### src/verilog/pms_map.svh
// Purpose: Mode codes, field positions, reset values and timing counts of the power mode sequencer.
// Assumes: 40 MHz reference clock.
// Notes: Definitions only.
`ifndef PMS_MAP_SVH
`define PMS_MAP_SVH
`define PMS_MODE_NORMAL 2'h1
`define PMS_MODE_REDUCED 2'h0
`define PMS_MODE_LOWPWR 2'h2
`define PMS_MODE_SLEEP 2'h3
`define PMS_CLK_HZ 40000000
`define PMS_LP_UNIT_MS 20
`define PMS_LP_UNIT_CYC ((`PMS_CLK_HZ / 1000) * `PMS_LP_UNIT_MS)
`define PMS_DEBOUNCE_CYC 4
`define PMS_SETTLE_CYC 16
`define PMS_THR_CODE_LSB 0
`define PMS_THR_CODE_MSB 2
`define PMS_PERIOD_LSB 3
`define PMS_PERIOD_MSB 7
`define PMS_LP_THR_RST 8'h07
`define PMS_RETAINED_RST 8'h00
`define PMS_RESET_COMPLETE_FLAG_BIT 15
`endif

### src/verilog/pms_pkg.sv
// Purpose: Types shared by the power mode sequencer.
// Assumes: Nothing beyond the map header.
// Notes: Types only.
package pms_pkg;
    typedef enum logic [2:0] {
        PMS_ST_IDLE,
        PMS_ST_RESET,
        PMS_ST_NORMAL,
        PMS_ST_REDUCED,
        PMS_ST_LOWPWR,
        PMS_ST_LP_DONE,
        PMS_ST_SLEEP
    } pms_state_t;

    typedef struct packed {
        logic i2c_en;
        logic spi_en;
        logic hs_en;
        logic regs_valid;
        logic mav_run;
        logic circuits_on;
    } pms_ctl_t;
endpackage : pms_pkg

### src/verilog/pms_sequencer.sv
// Purpose: Power mode sequencer: mode pins, resets, alert pins and reset-complete flag.
// Assumes: Inputs synchronous to i_ref_clk; arithmetic of the measurement lives outside.
// Notes: Threshold crossings arrive as one pulse per phase and crossing.
//
// Operation
// - Mode pins select normal 01, reduced 00, low power 10, sleep 11.
// - Sleep mode disables the I2C, SPI and high speed capture ports.
// - Hardware reset in normal mode defaults all registers, enables I2C (for its first cycle only if SPI is selected and locked), processor idle.
// - Software reset defaults registers but keeps retained setup and threshold.
// - Software reset keeps the locked serial port choice.
// - Outside normal mode general registers are unavailable; retained pair kept.
// - Reduced mode runs the mean absolute value computation continuously.
// - Reduced mode keeps the active serial port enabled for result reads.
// - Low power mode compares currents to threshold and asserts one alert.
// - Window is 20 ms times period plus one; counts decide which alert.
// - Low power mode offers no serial port.
// - Sleep mode shuts circuits down; no measurement takes place.
// - Normal to reduced starts the computation at once, results readable.
// - Low power to reduced pulls event alert low when computation begins.
// - Sleep to reduced pulls event alert low when computation begins.
// - Entering normal pulls event alert low and sets reset complete.
// - Reset complete is unmaskable, cleared by writing its bit one or when a reset begins.
`timescale 1ns/1ps
`include "pms_map.svh"
`default_nettype none
module pms_sequencer #(
    parameter int LP_UNIT_CYC = `PMS_LP_UNIT_CYC,
    parameter int DEBOUNCE_CYC = `PMS_DEBOUNCE_CYC,
    parameter int SETTLE_CYC = `PMS_SETTLE_CYC
) (
    input wire logic i_ref_clk,
    input wire logic i_rst_n,
    input wire logic i_clk_en,
    input wire logic i_mode_select_high_pin,
    input wire logic i_mode_select_low_pin,
    input wire logic i_hw_reset_n,
    input wire logic i_sw_reset,
    input wire logic i_spi_selected,
    input wire logic i_port_locked,
    input wire logic i_hs_port_enable,
    input wire logic i_thr_wr,
    input wire logic [7:0] i_thr_wdata,
    input wire logic i_retained_wr,
    input wire logic [7:0] i_retained_wdata,
    input wire logic i_status_b_wr,
    input wire logic [15:0] i_status_b_wdata,
    input wire logic [2:0] i_phase_over,
    output logic o_idle_alert_n,
    output logic o_event_alert_n,
    output logic o_reset_complete_flag,
    output logic [7:0] o_low_power_threshold_reg,
    output logic [7:0] o_retained_setup_reg,
    output pms_pkg::pms_ctl_t o_ctl,
    output logic o_defaults_load
);
    // ----------------------------------------------------------------
    // Mode pin debounce
    // ----------------------------------------------------------------
    logic [1:0] pins_q, stable_q;
    logic [3:0] db_cnt_q;
    wire logic [1:0] pins_now = {i_mode_select_high_pin, i_mode_select_low_pin};
    wire logic db_done = (db_cnt_q == 4'(DEBOUNCE_CYC - 1));
    always_ff @(posedge i_ref_clk) begin
        if (!i_rst_n) begin
            pins_q <= `PMS_MODE_SLEEP;
            stable_q <= `PMS_MODE_SLEEP;
            db_cnt_q <= 4'h0;
        end else if (i_clk_en) begin
            pins_q <= pins_now;
            if (pins_now != pins_q) begin
                db_cnt_q <= 4'h0;
            end else if (!db_done) begin
                db_cnt_q <= db_cnt_q + 4'h1;
            end else begin
                stable_q <= pins_q;
            end
        end
    end

    // ----------------------------------------------------------------
    // State machine
    // ----------------------------------------------------------------
    pms_pkg::pms_state_t st_q, st_d;
    logic [4:0] settle_q;
    logic [31:0] win_q;
    logic [4:0] slot_q;
    logic [5:0] cnt_q [3];
    wire logic [4:0] lp_period = o_low_power_threshold_reg[`PMS_PERIOD_MSB:`PMS_PERIOD_LSB];
    wire logic [5:0] lp_limit = {1'b0, lp_period} + 6'h01;
    wire logic slot_end = (win_q == 32'(LP_UNIT_CYC - 1));
    wire logic win_end = slot_end && (slot_q == lp_period);
    wire logic any_over = (cnt_q[0] >= lp_limit) || (cnt_q[1] >= lp_limit)
        || (cnt_q[2] >= lp_limit);
    wire logic settle_done = (settle_q == 5'(SETTLE_CYC - 1));
    wire logic hw_rst = !i_hw_reset_n && (st_q == pms_pkg::PMS_ST_NORMAL);
    wire logic sw_rst = i_sw_reset && (st_q == pms_pkg::PMS_ST_NORMAL);
    wire logic mode_chg = (st_q != pms_pkg::PMS_ST_RESET) && (st_q != pms_pkg::PMS_ST_IDLE);
    wire logic rc_clear = i_status_b_wr && i_status_b_wdata[`PMS_RESET_COMPLETE_FLAG_BIT];
    always_comb begin
        st_d = st_q;
        case (st_q)
            pms_pkg::PMS_ST_RESET: begin
                if (settle_done) begin
                    st_d = pms_pkg::PMS_ST_NORMAL;
                end
            end
            default: begin
                if (hw_rst || sw_rst) begin
                    st_d = pms_pkg::PMS_ST_RESET;
                end else if (mode_chg || st_q == pms_pkg::PMS_ST_IDLE) begin
                    case (stable_q)
                        `PMS_MODE_NORMAL: begin
                            if (st_q != pms_pkg::PMS_ST_NORMAL) begin
                                st_d = pms_pkg::PMS_ST_RESET;
                            end
                        end
                        `PMS_MODE_REDUCED: st_d = pms_pkg::PMS_ST_REDUCED;
                        `PMS_MODE_LOWPWR: begin
                            if (st_q != pms_pkg::PMS_ST_LP_DONE) begin
                                st_d = pms_pkg::PMS_ST_LOWPWR;
                            end
                        end
                        default: st_d = pms_pkg::PMS_ST_SLEEP;
                    endcase
                    if (st_q == pms_pkg::PMS_ST_LOWPWR && stable_q == `PMS_MODE_LOWPWR
                            && win_end) begin
                        st_d = pms_pkg::PMS_ST_LP_DONE;
                    end
                end
            end
        endcase
    end

    wire logic enter_reset = (st_d == pms_pkg::PMS_ST_RESET) && (st_q != pms_pkg::PMS_ST_RESET);
    wire logic enter_lp = (st_d == pms_pkg::PMS_ST_LOWPWR) && (st_q != pms_pkg::PMS_ST_LOWPWR);
    wire logic enter_red = (st_d == pms_pkg::PMS_ST_REDUCED) && (st_q != pms_pkg::PMS_ST_REDUCED);
    wire logic red_from_low = enter_red && (st_q == pms_pkg::PMS_ST_LOWPWR
        || st_q == pms_pkg::PMS_ST_LP_DONE || st_q == pms_pkg::PMS_ST_SLEEP);
    wire logic lp_fire = (st_d == pms_pkg::PMS_ST_LP_DONE) && (st_q == pms_pkg::PMS_ST_LOWPWR);
    wire logic in_lp = (st_q == pms_pkg::PMS_ST_LOWPWR);
    // A state change releases a held alert, except the event alert while the reset-complete flag is set, so a later entry can pull it low afresh.
    wire logic leave_alert = (st_d != st_q);

    always_ff @(posedge i_ref_clk) begin
        if (!i_rst_n) begin
            st_q <= pms_pkg::PMS_ST_IDLE;
            settle_q <= 5'h00;
        end else if (i_clk_en) begin
            st_q <= st_d;
            settle_q <= enter_reset ? 5'h00 : settle_q + 5'h01;
        end
    end

    // ----------------------------------------------------------------
    // Low power window and per phase counters
    // ----------------------------------------------------------------
    always_ff @(posedge i_ref_clk) begin
        if (!i_rst_n || !in_lp) begin
            win_q <= 32'h0;
            slot_q <= 5'h00;
            for (int p = 0; p < 3; p++) begin
                cnt_q[p] <= 6'h00;
            end
        end else if (i_clk_en) begin
            win_q <= slot_end ? 32'h0 : win_q + 32'h1;
            if (slot_end) begin
                slot_q <= slot_q + 5'h01;
            end
            for (int p = 0; p < 3; p++) begin
                if (i_phase_over[p] && cnt_q[p] != 6'h3F) begin
                    cnt_q[p] <= cnt_q[p] + 6'h01;
                end
            end
        end
    end

    // ----------------------------------------------------------------
    // Retained registers, alerts, flag and control outputs
    // ----------------------------------------------------------------
    wire logic normal = (st_q == pms_pkg::PMS_ST_NORMAL);
    always_ff @(posedge i_ref_clk) begin
        if (!i_rst_n) begin
            o_low_power_threshold_reg <= `PMS_LP_THR_RST;
            o_retained_setup_reg <= `PMS_RETAINED_RST;
            o_idle_alert_n <= 1'b1;
            o_event_alert_n <= 1'b1;
            o_reset_complete_flag <= 1'b0;
            o_ctl <= '0;
            o_defaults_load <= 1'b0;
        end else if (i_clk_en) begin
            // Mode returns and software resets keep the retained pair.
            if (enter_reset && hw_rst) begin
                o_low_power_threshold_reg <= `PMS_LP_THR_RST;
                o_retained_setup_reg <= `PMS_RETAINED_RST;
            end else if (normal) begin
                if (i_thr_wr) begin
                    o_low_power_threshold_reg <= i_thr_wdata;
                end
                if (i_retained_wr) begin
                    o_retained_setup_reg <= i_retained_wdata;
                end
            end
            o_defaults_load <= enter_reset;
            // Completion wins over a clear arriving in the same cycle.
            if (st_q == pms_pkg::PMS_ST_RESET && settle_done) begin
                o_reset_complete_flag <= 1'b1;
                o_event_alert_n <= 1'b0;
            end else if (enter_reset) begin
                o_reset_complete_flag <= 1'b0;
                o_event_alert_n <= 1'b1;
            end else if (red_from_low || (lp_fire && any_over)) begin
                o_event_alert_n <= 1'b0;
            end else if (o_reset_complete_flag && rc_clear) begin
                o_reset_complete_flag <= 1'b0;
                o_event_alert_n <= 1'b1;
            end else if (leave_alert && !o_reset_complete_flag) begin
                o_event_alert_n <= 1'b1;
            end
            if (lp_fire && !any_over) begin
                o_idle_alert_n <= 1'b0;
            end else if (leave_alert || enter_red) begin
                o_idle_alert_n <= 1'b1;
            end
            o_ctl.regs_valid <= (st_d == pms_pkg::PMS_ST_NORMAL);
            // The locked port survives a software reset; hardware reset forces I2C on in its first cycle only; SPI stays off for the whole reset.
            o_ctl.spi_en <= (st_d == pms_pkg::PMS_ST_NORMAL || st_d == pms_pkg::PMS_ST_REDUCED)
                && i_spi_selected && (i_port_locked || !enter_reset) && !hw_rst;
            o_ctl.i2c_en <= (st_d == pms_pkg::PMS_ST_NORMAL || st_d == pms_pkg::PMS_ST_REDUCED
                || st_d == pms_pkg::PMS_ST_RESET)
                && !(i_spi_selected && i_port_locked && !hw_rst);
            o_ctl.hs_en <= (st_d == pms_pkg::PMS_ST_NORMAL) && i_hs_port_enable;
            o_ctl.mav_run <= (st_d == pms_pkg::PMS_ST_REDUCED)
                || (st_d == pms_pkg::PMS_ST_NORMAL);
            o_ctl.circuits_on <= (st_d != pms_pkg::PMS_ST_SLEEP)
                && (st_d != pms_pkg::PMS_ST_IDLE);
        end
    end

    // ----------------------------------------------------------------
    // Checks
    // ----------------------------------------------------------------
    sleep_ports_a: assert property (@(posedge i_ref_clk) disable iff (!i_rst_n)
        (i_clk_en && st_d == pms_pkg::PMS_ST_SLEEP) |=> !o_ctl.i2c_en && !o_ctl.spi_en
        && !o_ctl.hs_en) else $error("serial port live in sleep");
    sleep_dark_a: assert property (@(posedge i_ref_clk) disable iff (!i_rst_n)
        (i_clk_en && st_d == pms_pkg::PMS_ST_SLEEP) |=> !o_ctl.circuits_on && !o_ctl.mav_run)
        else $error("circuits on in sleep");
    lp_no_port_a: assert property (@(posedge i_ref_clk) disable iff (!i_rst_n)
        (i_clk_en && st_d == pms_pkg::PMS_ST_LOWPWR) |=> !o_ctl.i2c_en && !o_ctl.spi_en)
        else $error("port live in low power");
    done_flag_a: assert property (@(posedge i_ref_clk) disable iff (!i_rst_n)
        (i_clk_en && st_q == pms_pkg::PMS_ST_RESET && settle_done) |=>
        o_reset_complete_flag && !o_event_alert_n) else $error("reset done not flagged");
    flag_low_a: assert property (@(posedge i_ref_clk) disable iff (!i_rst_n)
        (st_q == pms_pkg::PMS_ST_RESET && !settle_done) |-> ##1 !o_reset_complete_flag)
        else $error("flag set during transition");
    flag_clear_a: assert property (@(posedge i_ref_clk) disable iff (!i_rst_n)
        ($fell(o_reset_complete_flag) && $past(st_q) != pms_pkg::PMS_ST_RESET
        && !$past(enter_reset)) |-> $past(rc_clear)) else $error("flag lost");
    sw_keep_a: assert property (@(posedge i_ref_clk) disable iff (!i_rst_n)
        (i_clk_en && sw_rst && i_hw_reset_n) |=> $stable(o_low_power_threshold_reg)
        && $stable(o_retained_setup_reg)) else $error("retained lost on soft reset");
    hw_dflt_a: assert property (@(posedge i_ref_clk) disable iff (!i_rst_n)
        (i_clk_en && hw_rst) |=> o_low_power_threshold_reg == `PMS_LP_THR_RST)
        else $error("threshold not defaulted");
    lp_alert_a: assert property (@(posedge i_ref_clk) disable iff (!i_rst_n)
        (i_clk_en && lp_fire) |=> (o_idle_alert_n != o_event_alert_n))
        else $error("low power result not signalled");
    red_mav_a: assert property (@(posedge i_ref_clk) disable iff (!i_rst_n)
        (i_clk_en && enter_red) |=> o_ctl.mav_run) else $error("mav not started");
    cv_normal: cover property (@(posedge i_ref_clk) o_reset_complete_flag ##[1:20] rc_clear);
    cv_lpdone: cover property (@(posedge i_ref_clk) lp_fire && any_over);
    cv_idle: cover property (@(posedge i_ref_clk) lp_fire && !any_over);
    cv_sleep_red: cover property (@(posedge i_ref_clk) red_from_low);
endmodule : pms_sequencer
`default_nettype wire

### config.mk
export PLATFORM = sky130hd
export DESIGN_NAME = pms_sequencer
export DESIGN_NICKNAME = d
export VERILOG_FILES = /design/src/verilog/pms_pkg.sv /design/src/verilog/pms_sequencer.sv
export VERILOG_INCLUDE_DIRS = /design/src /design/src/verilog
export SDC_FILE = /design/constraint.sdc
export NUM_CORES = 1
export LEC_CHECK = 0
export BUFFER_PORTS_ARGS = -buffer_cell sky130_fd_sc_hd__buf_4
export CAP_MARGIN = 20
export CORE_MARGIN = 4
export CORE_UTILIZATION = 55
export CTS_BUF_LIST = sky130_fd_sc_hd__clkbuf_8
export DETAILED_ROUTE_END_ITERATION = 16
export GPL_ROUTABILITY_DRIVEN = 0
export GPL_TIMING_DRIVEN = 0
export PLACE_DENSITY = 0.77
export SLEW_MARGIN = 40
export SYNTH_ARGS = -nofsm -noshare
export SYNTH_HDL_FRONTEND = slang
export SYNTH_SLANG_ARGS = --single-unit
### constraint.sdc
create_clock -name i_ref_clk -period 3.6 [get_ports i_ref_clk]
set_input_delay 0.18 -clock i_ref_clk [delete_from_list [all_inputs] [get_ports i_ref_clk]]
set_output_delay 0.18 -clock i_ref_clk [all_outputs]
set_load 0.1 [all_outputs]
# Word-level counts from Yosys, hierarchy flattened
# Memories as Yosys holds them, arrays and structs flattened.
# Cells that the tools add are included.
# totals
ramBits,18
n_memories,1
ff_bits,79
in_bits,48
output_inout_bits,26
# classes
n_reduce_logical,66
bitwise_logic,4
muxes,46
n_lt_le_gt_ge,3
n_addsub,8
n_eq_ne,27
# mem_list
name,depth,width,read_ports,rd_clocked_by_memory_dff,write_ports,line,text
cnt_q,3,6,3,0,3,pms_sequencer.sv:87,logic [5:0] cnt_q [3];
# op_table
op,count
8-bit two-way mux,6
"32-bit by 1-bit adder with 32-bit output, second input constant",1
"32-bit by 20-bit equality test with 1-bit output, second input constant",1
32-bit two-way mux,1
1-bit logical AND,28
1-bit two-way mux,25
3-bit two-way mux,7
"6-bit by 1-bit adder with 6-bit output, second input constant",3
6-bit >= comparator,3
6-bit two-way mux,3
"6-bit != test, second input constant",3
"3-bit equality test, second input constant",4
1-bit logical OR,12
3-bit AND reduction,4
"5-bit by 1-bit adder with 5-bit output, second input constant",2
"3-bit by 2-bit equality test with 1-bit output, second input constant",3
"3-bit != test, second input constant",3
3-bit case mux with 3 select lines,1
3-bit nonzero test,3
1-bit logical NOT,8
4-bit two-way mux,2
2-bit AND reduction,4
2-bit nonzero test,4
"5-bit by 1-bit adder with 6-bit output, second input constant",1
18 further kinds,22

# Depth between registers and ports, before layout
# Gate-level depths: netlist of the first run.
# depth
depth_word,14
depth_mapped,12
depth_no_buf,12

# Worst setup path before layout of the first run
# OpenSTA, ideal clock, no wires.
# synth_timing
kind,flip-flop to flip-flop
startpoint,register o_low_power_threshold_reg[3]
endpoint,register o_event_alert_n
arrival_time_ns,3.062
slack_ns,0.470
setup_ns,0.069
path_stages_with_launch,13
period_less_slack_ns,3.130
cell_sequence,dfxtp_1 ha_1 nand3_1 xor2_1 ha_1 nand3_1 nand4_1 a21o_1 a211oi_1 o21a_1 nand2_1 a211oi_1 nand4b_1
# synth_via
elab_chain_cells,14
# synth_rtl
item,line,text
start: declaration,pms_sequencer.sv:51,"output logic [7:0] o_low_power_threshold_reg,"
start signal: assignment,pms_sequencer.sv:183,o_low_power_threshold_reg <= `PMS_LP_THR_RST;
start signal: assignment,pms_sequencer.sv:193,o_low_power_threshold_reg <= `PMS_LP_THR_RST;
start signal: assignment,pms_sequencer.sv:197,o_low_power_threshold_reg <= i_thr_wdata;
"parallel branches: the longest is 14 deep, another holds 5-bit by 1-bit adder with 6-bit output",--,
end signal: assignment,pms_sequencer.sv:207,o_event_alert_n <= 1'b0;
end signal: assignment,pms_sequencer.sv:210,o_event_alert_n <= 1'b1;
end signal: assignment,pms_sequencer.sv:212,o_event_alert_n <= 1'b0;
end: declaration,pms_sequencer.sv:49,"output logic o_event_alert_n,"
# Several ways; the timed one is not identified.
# A chain may end at the register's enable or synchronous reset.

# Final worst setup path of the first run
# Same ends and word-level chain as after synthesis.

==> summary.md, run 1 <==
| Metric | Value |
|---|---|
| Status | completed |
| Initial Util | 56.2% |
| Die Area | 11000 um^2 |
| Number of global-route vias before repair | 4350 |
| CTS Buf Count | 9 |
| I/O pins | 74 |
| Worst Setup End Kind | flop |
| Max Slew Vio Count | 0 |
| Pre-CTS WS | 0.548 ns |
| RSZ-0062 raised after global routing | false |
| Largest net degree at the start of global routing | 20 |
| Fmax | 319 MHz |
| All-Layer GR Usage | 21.9% |
| WL final | 11800 um |
| CTS tree | done |
| Root buf cell | clkbuf_8 |
| Worst-Skew Late Latency | 0.38 ns |
| H-tree depth | 3 |
| Max_cap viols | 0 |
| Setup slack after layout | 0.469 ns |
| Async S/R FF share, synth | 0% |
| Synth unique cells | 61 |
| DR vias | 4421 |
| Max Clock Skew | 0.0147 ns |
| Via/cell ratio | 5.74 |
| Synth cell count leaders | dfxtp_1, nor2_1, nand3_1 |
| Iter 0 DRT Violations | 185 |
| Nets | 729 |
| WP data required | 3.92 ns |
| Initial antenna violation count | 0 |
| Std cell rows | 35 |
| Worst Path Class, Setup | reg -> reg |
| # DRC | 0 |
| Biggest regs | win_q (32), cnt_q (18) |
| Final cycle utilization of the critical path | 87.0% |
| Die Height | 105 um |
| Slew HR | 57.0% |
| Worst-path maximum fanout | 7 |
| Synth Flop Type | dfxtp_1 |
| # port buffers | 57 |
| Setup crit start kind | flop |
| Post-CTS Resized | 0 |
| FILL cells | 807 |
| EDFF count, synth | 18 |
| Max reg flops | 32 |
| Leakage | 2.24 nW |
| Yosys warning total | 0 |
| Worst Hold Class | in -> reg |
| CP arrival | 3.45 ns |
| Min Tclk post-route | 3.13 ns |
| Register clock-pin slew on the reported worst setup and hold paths | 0.11 ns |
| Die Width | 105 um |
| Final Hold Viols | 0 |
| Wire per inst | 15.3 um |
| Worst slew pin tran | 0.639 ns |
| Antenna Cells | 0 |
| # Post-CTS Setup Buffers | 0 |
| Cell Pwr Density | 368 nW/um^2 |
| DR pass1 iterations | 5 |
| First-pass GRT wire length | 20000 um |
| Detail Route Antenna Nets | 0 |
| Ranking of synthesized cells by area | dfxtp_1, edfxtp_1, ha_1, nor2_1, xor2_1 |
| Share of layout cells above drive strength 1 | 14.0% |
| Peak VDD IR | 0.253 mV |
| Largest register by flop count | win_q |
| Hold-fix buffer count after cts | 0 |
| Core area | 9200 um^2 |
| Clk sinks | 97 |
| Synth top area share | 30.6% |
| Post-synthesis sequential area ratio | 41.1% |
| Syn_nets | 661 |
| CTS max path bufs | 2 |
| Final setup viols | 0 |
| Synthesized cell area | 5160 um^2 |
| Synth-to-layout area growth | 15.0% |
| Avg Cell Area, Syn | 8.81 um^2 |
| Area leader, netlist | dfxtp_1 |
| TNS Setup | 0 ns |
| HPWL after DPL | 8810 um |
| Yosys reg bits | 97 |
| GRT Residual Overflow | 0 |
| Synthesized instance count | 586 |
==> where the power goes <==
part / internal, mW / switching [mW] / total (mW)
registers: 1.13 / 0.0278 / 1.16
clock network: 0.272 / 0.437 / 0.709
logic: 0.117 / 0.199 / 0.316
total: 1.52 / 0.663 / 2.18
==> critical path, cell delays in order (launching register included) <==
cell and delay (ns):
dfxtp_1 0.54, ha_1 0.25, nand3_1 0.10, xor2_1 0.34, ha_1 0.32, nand3_1 0.09, nand4_1 0.09, a21o_1 0.16
a211oi_1 0.44, o21a_1 0.24, nand2_1 0.08, a211oi_1 0.26, nand4b_1 0.15
==> final timing paths <==
kind,endpoint,from,slack (ns),cells after the start
hold / removal,pins_q[0]$_SDFFE_PN1P_,i_mode_select_low_pin,0.04,3
hold reg to reg,o_retained_setup_reg[0]$_SDFFE_PN0P_,o_retained_setup_reg[0]$_SDFFE_PN0P_,0.47,2
setup / recovery,o_event_alert_n$_SDFFE_PN1P_,o_low_power_threshold_reg[3]$_SDFFE_PN0P_,0.47,12
setup reg to reg,o_event_alert_n$_SDFFE_PN1P_,o_low_power_threshold_reg[3]$_SDFFE_PN0P_,0.47,12
==> cell type report <==
| cell class | count | area (um^2) | share of cell area [%] |
|---|---|---|---|
| multi-input cells | 447 | 2870 | 48.4 |
| flip-flops and latches | 97 | 2120 | 35.7 |
| repair buffers | 57 | 428 | 7.20 |
| well taps | 111 | 139 | 2.34 |
| clock buffers | 9 | 124 | 2.09 |
| plain buffers | 19 | 96.3 | 1.62 |
| inverters | 23 | 86.3 | 1.45 |
| clock inverters | 7 | 72.6 | 1.22 |
==> cell families (layout without fill, tap and decap cells) <==
logic type      count (synthesis)  after routing  synth area share, %
simple gates                  263            263                 25.7
flops                          97             97                 41.1
compound gates                 95             95                 12.4
xor+xnor                       54             54                 9.16
buf+inv                        42            115                 3.54
fa+ha+maj                      27             27                 6.54
mux                             8              8                 1.57
==> placed cells by master, fill, tap and decap left out, types with 18 or more instances in the layout <==
cell type,n
nor2_1,79
dfxtp_1,79
buf_4,57
nand3_1,49
nand2_1,42
xor2_1,32
ha_1,27
inv_1,22
xnor2_1,22
o21ai_0,20
nor3_1,18
edfxtp_1,18
==> metal layers <==
metal | share of wire, % | routed length (um) | vias to the layer above | global-route usage (%)
met5 | 0 | 0 | - | 0
met4 | 0.97 | 114 | 0 | 6.37
met3 | 5.6 | 657 | 9 | 5.74
met2 | 50 | 5860 | 110 | 37.9
met1 | 44 | 5160 | 2091 | 26.7
li1 | - | - | 2211 | -
==> stage by stage <==
stage	hold slack, ns	power [mW]	instance area, um^2	utilization (%)	std cells
2_1_floorplan	0.309	1.40	5160	-	586
3_3_place_gp	0.412	1.49	5730	62.3	754
3_5_place_dp	0.426	1.50	5740	62.4	754
4_1_cts	0.0329	2.20	5930	64.5	770
5_1_grt	0.0327	2.28	5940	64.6	770
6_report	0.0359	2.18	5940	64.6	770
Power figures use the tool's default switching activity.
==> run 2: changes to the inputs <==
Settings changed: CORE_UTILIZATION 55 to 54, PLACE_DENSITY 0.77 to 0.79, SKIP_CTS_REPAIR_TIMING set to 1.
Clock period 3.6 ns to 2.7 ns, I/O delays scaled along.
==> summary.md, run 2 (synthesized netlist as in run 1, its figures left out) <==
| Metric | Value |
|---|---|
| Max_cap viols | 0 (unchanged) |
| I/O pins | 74 (unchanged) |
| Die Height | 106 um (+0.85%) |
| Failing checks | negative hold slack |
| Fmax | 380 MHz (+19%) |
| Worst r2r path cells | 12 (unchanged) |
| Peak VDD IR | 0.310 mV (+22%) |
| GRT Residual Overflow | 0 (unchanged) |
| CTS max path bufs | 2 (unchanged) |
| WL final | 12600 um (+7.0%) |
| Core area | 9280 um^2 (+0.95%) |
| Worst Hold End | pins_q[0]$_SDFFE_PN1P_ |
| Max reg flops | 32 (unchanged) |
| Die Area | 11200 um^2 (+1.7%) |
| Worst Setup End Kind | flop |
| Register area | 2140 um^2 (+1.0%) |
| Wire per inst | 15.9 um (+3.8%) |
| CP arrival | 2.91 ns (-0.54 ns) |
| Initial Util | 55.6% (-0.53 points) |
| Leading cell type in the layout, fill and taps excluded | nor2_1 |
| Final hold slack | -0.0107 ns (-0.0466 ns) |
| Register clock-pin slew on the reported worst setup and hold paths | 0.10 ns (about the same) |
| Worst R2R Start | o_low_power_threshold_reg[3]$_SDFFE_PN0P_ |
| Via/cell ratio | 5.74 (about the same) |
| Biggest regs | win_q (32), cnt_q (18) |
| Worst-path maximum fanout | 5 (-2) |
| HPWL after DPL | 8970 um (+1.8%) |
| Detail Route Antenna Nets | 0 (unchanged) |
| Final cycle utilization of the critical path | 97.4% (+10 points) |
| Synth-to-layout area growth | 19.6% |
| FF-to-FF setup slack | 0.07 ns (-0.40 ns) |
| DR pass1 iterations | 5 (unchanged) |
| Worst Hold Class | in -> reg |
| Worst Path Class, Setup | reg -> reg |
| WHS Path Cells | 3 (unchanged) |
| # DRC | 0 (unchanged) |
| Final setup viols | 0 (unchanged) |
| Most frequent cells in the layout | nor2_1, dfxtp_1, buf_4 |
| Worst Hold Launch | i_mode_select_low_pin |
| Nets | 734 (+0.69%) |
| Final instance area | 6180 um^2 (+4.0%) |
| Leakage | 2.29 nW (+1.9%) |
| Setup crit start kind | flop |
| Worst slew pin tran | 0.676 ns (+0.0369 ns) |
| Multi-input gate area | 3040 um^2 (+5.7%) |
| Worst-Skew Late Latency | 0.39 ns (about the same) |
| Iter 0 DRT Violations | 272 (+47%) |
| H-tree depth | 3 (unchanged) |
| Max Clock Skew | 0.0114 ns (-0.00324 ns) |
| Area after DPL | 5770 um^2 (+0.59%) |
| CTS Buf Count | 9 (unchanged) |
| TNS Setup | 0 ns (unchanged) |
| Max Slew Vio Count | 0 (unchanged) |
| Die Width | 106 um (+0.85%) |
| Antenna Cells | 0 (unchanged) |
| Largest register by flop count | win_q |
| Root buf cell | clkbuf_8 |
| WP data required | 2.98 ns (-0.94 ns) |
| All-Layer GR Usage | 22.4% (+0.49 points) |
| Share of layout cells above drive strength 1 | 17.6% (+3.7 points) |
| Status | finished with violations |
| Final Hold Viols | 1 (+1) |
| Initial antenna violation count | 0 (unchanged) |
| First-pass GRT wire length | 20500 um (+2.7%) |
| Slew HR | 54.5% (-2.5 points) |
| Number of global-route vias before repair | 4366 (+0.37%) |
| Std cell rows | 35 (unchanged) |
| FILL cells | 766 (-5.1%) |
| DR vias | 4550 (+2.9%) |
| Largest net degree at the start of global routing | 19 (-5.0%) |
| Min Tclk post-route | 2.63 ns (-0.501 ns) |
| # port buffers | 57 (unchanged) |
| Cell Pwr Density | 474 nW/um^2 (+29%) |
| FF-to-FF End | o_reset_complete_flag$_SDFFE_PN0P_ |
| Clk sinks | 97 (unchanged) |
| CTS tree | done |
-- run 2: metrics by stage --
step	total power [mW]	setup WS [ns]	util, %	std cells
after global placement	1.98	-0.104	62.1	772
after floorplan	1.87	0.0951	-	586
after CTS	2.89	-0.276	64.2	788
after detailed placement	2.00	-0.232	62.2	772
final	2.93	0.0699	66.5	793
after global routing	3.04	-0.0343	66.5	793
-- run 2: final cells by class --
type	instances	share of cell area, %
Clock inverter	7	0.972
Timing Repair Buffer	62	7.58
Clock buffer	9	2.01
Buffer	19	1.56
Multi-Input combinational cell	447	49.2
Tap cell	129	2.61
Inverter	23	1.40
Sequential cell	97	34.7
-- run 2: critical path, stage by stage, from the launching register on --
cell      delay [ns]
dfxtp_4         0.42
ha_4            0.17
nand3_4         0.10
xor2_4          0.28
ha_4            0.25
nand3_1         0.09
nand4_1         0.11
a21o_1          0.19
a211oi_4        0.28
o21a_1          0.23
nand2_1         0.11
o21ai_1         0.17
a21boi_0        0.10
-- run 2: worst max-delay path by stage --
stage	from	endpoint	cells after the start
floorplan	o_low_power_threshold_reg[5]$_SDFFE_PN0P_	o_event_alert_n$_SDFFE_PN1P_	11
global placement	o_low_power_threshold_reg[3]$_SDFFE_PN0P_	o_event_alert_n$_SDFFE_PN1P_	12
detailed placement	o_low_power_threshold_reg[3]$_SDFFE_PN0P_	o_event_alert_n$_SDFFE_PN1P_	12
CTS	o_low_power_threshold_reg[3]$_SDFFE_PN0P_	o_event_alert_n$_SDFFE_PN1P_	12
global route	o_low_power_threshold_reg[3]$_SDFFE_PN0P_	o_event_alert_n$_SDFFE_PN1P_	12
finish	o_low_power_threshold_reg[3]$_SDFFE_PN0P_	o_reset_complete_flag$_SDFFE_PN0P_	12
-- run 2: power breakdown --
part / leakage, nW / internal, mW / switching, mW
Clock: 0.0965 / 0.353 / 0.559
Combinational: 1.33 / 0.180 / 0.292
Sequential: 0.858 / 1.51 / 0.0403
-- run 2: routing by layer --
metal | global-route usage [%] | wire length, um | up-vias
met5 | 0 | 0 | -
met4 | 8.23 | 193 | 0
met3 | 4.53 | 630 | 18
met2 | 38.1 | 6330 | 130
met1 | 28.0 | 5450 | 2189
li1 | - | - | 2213
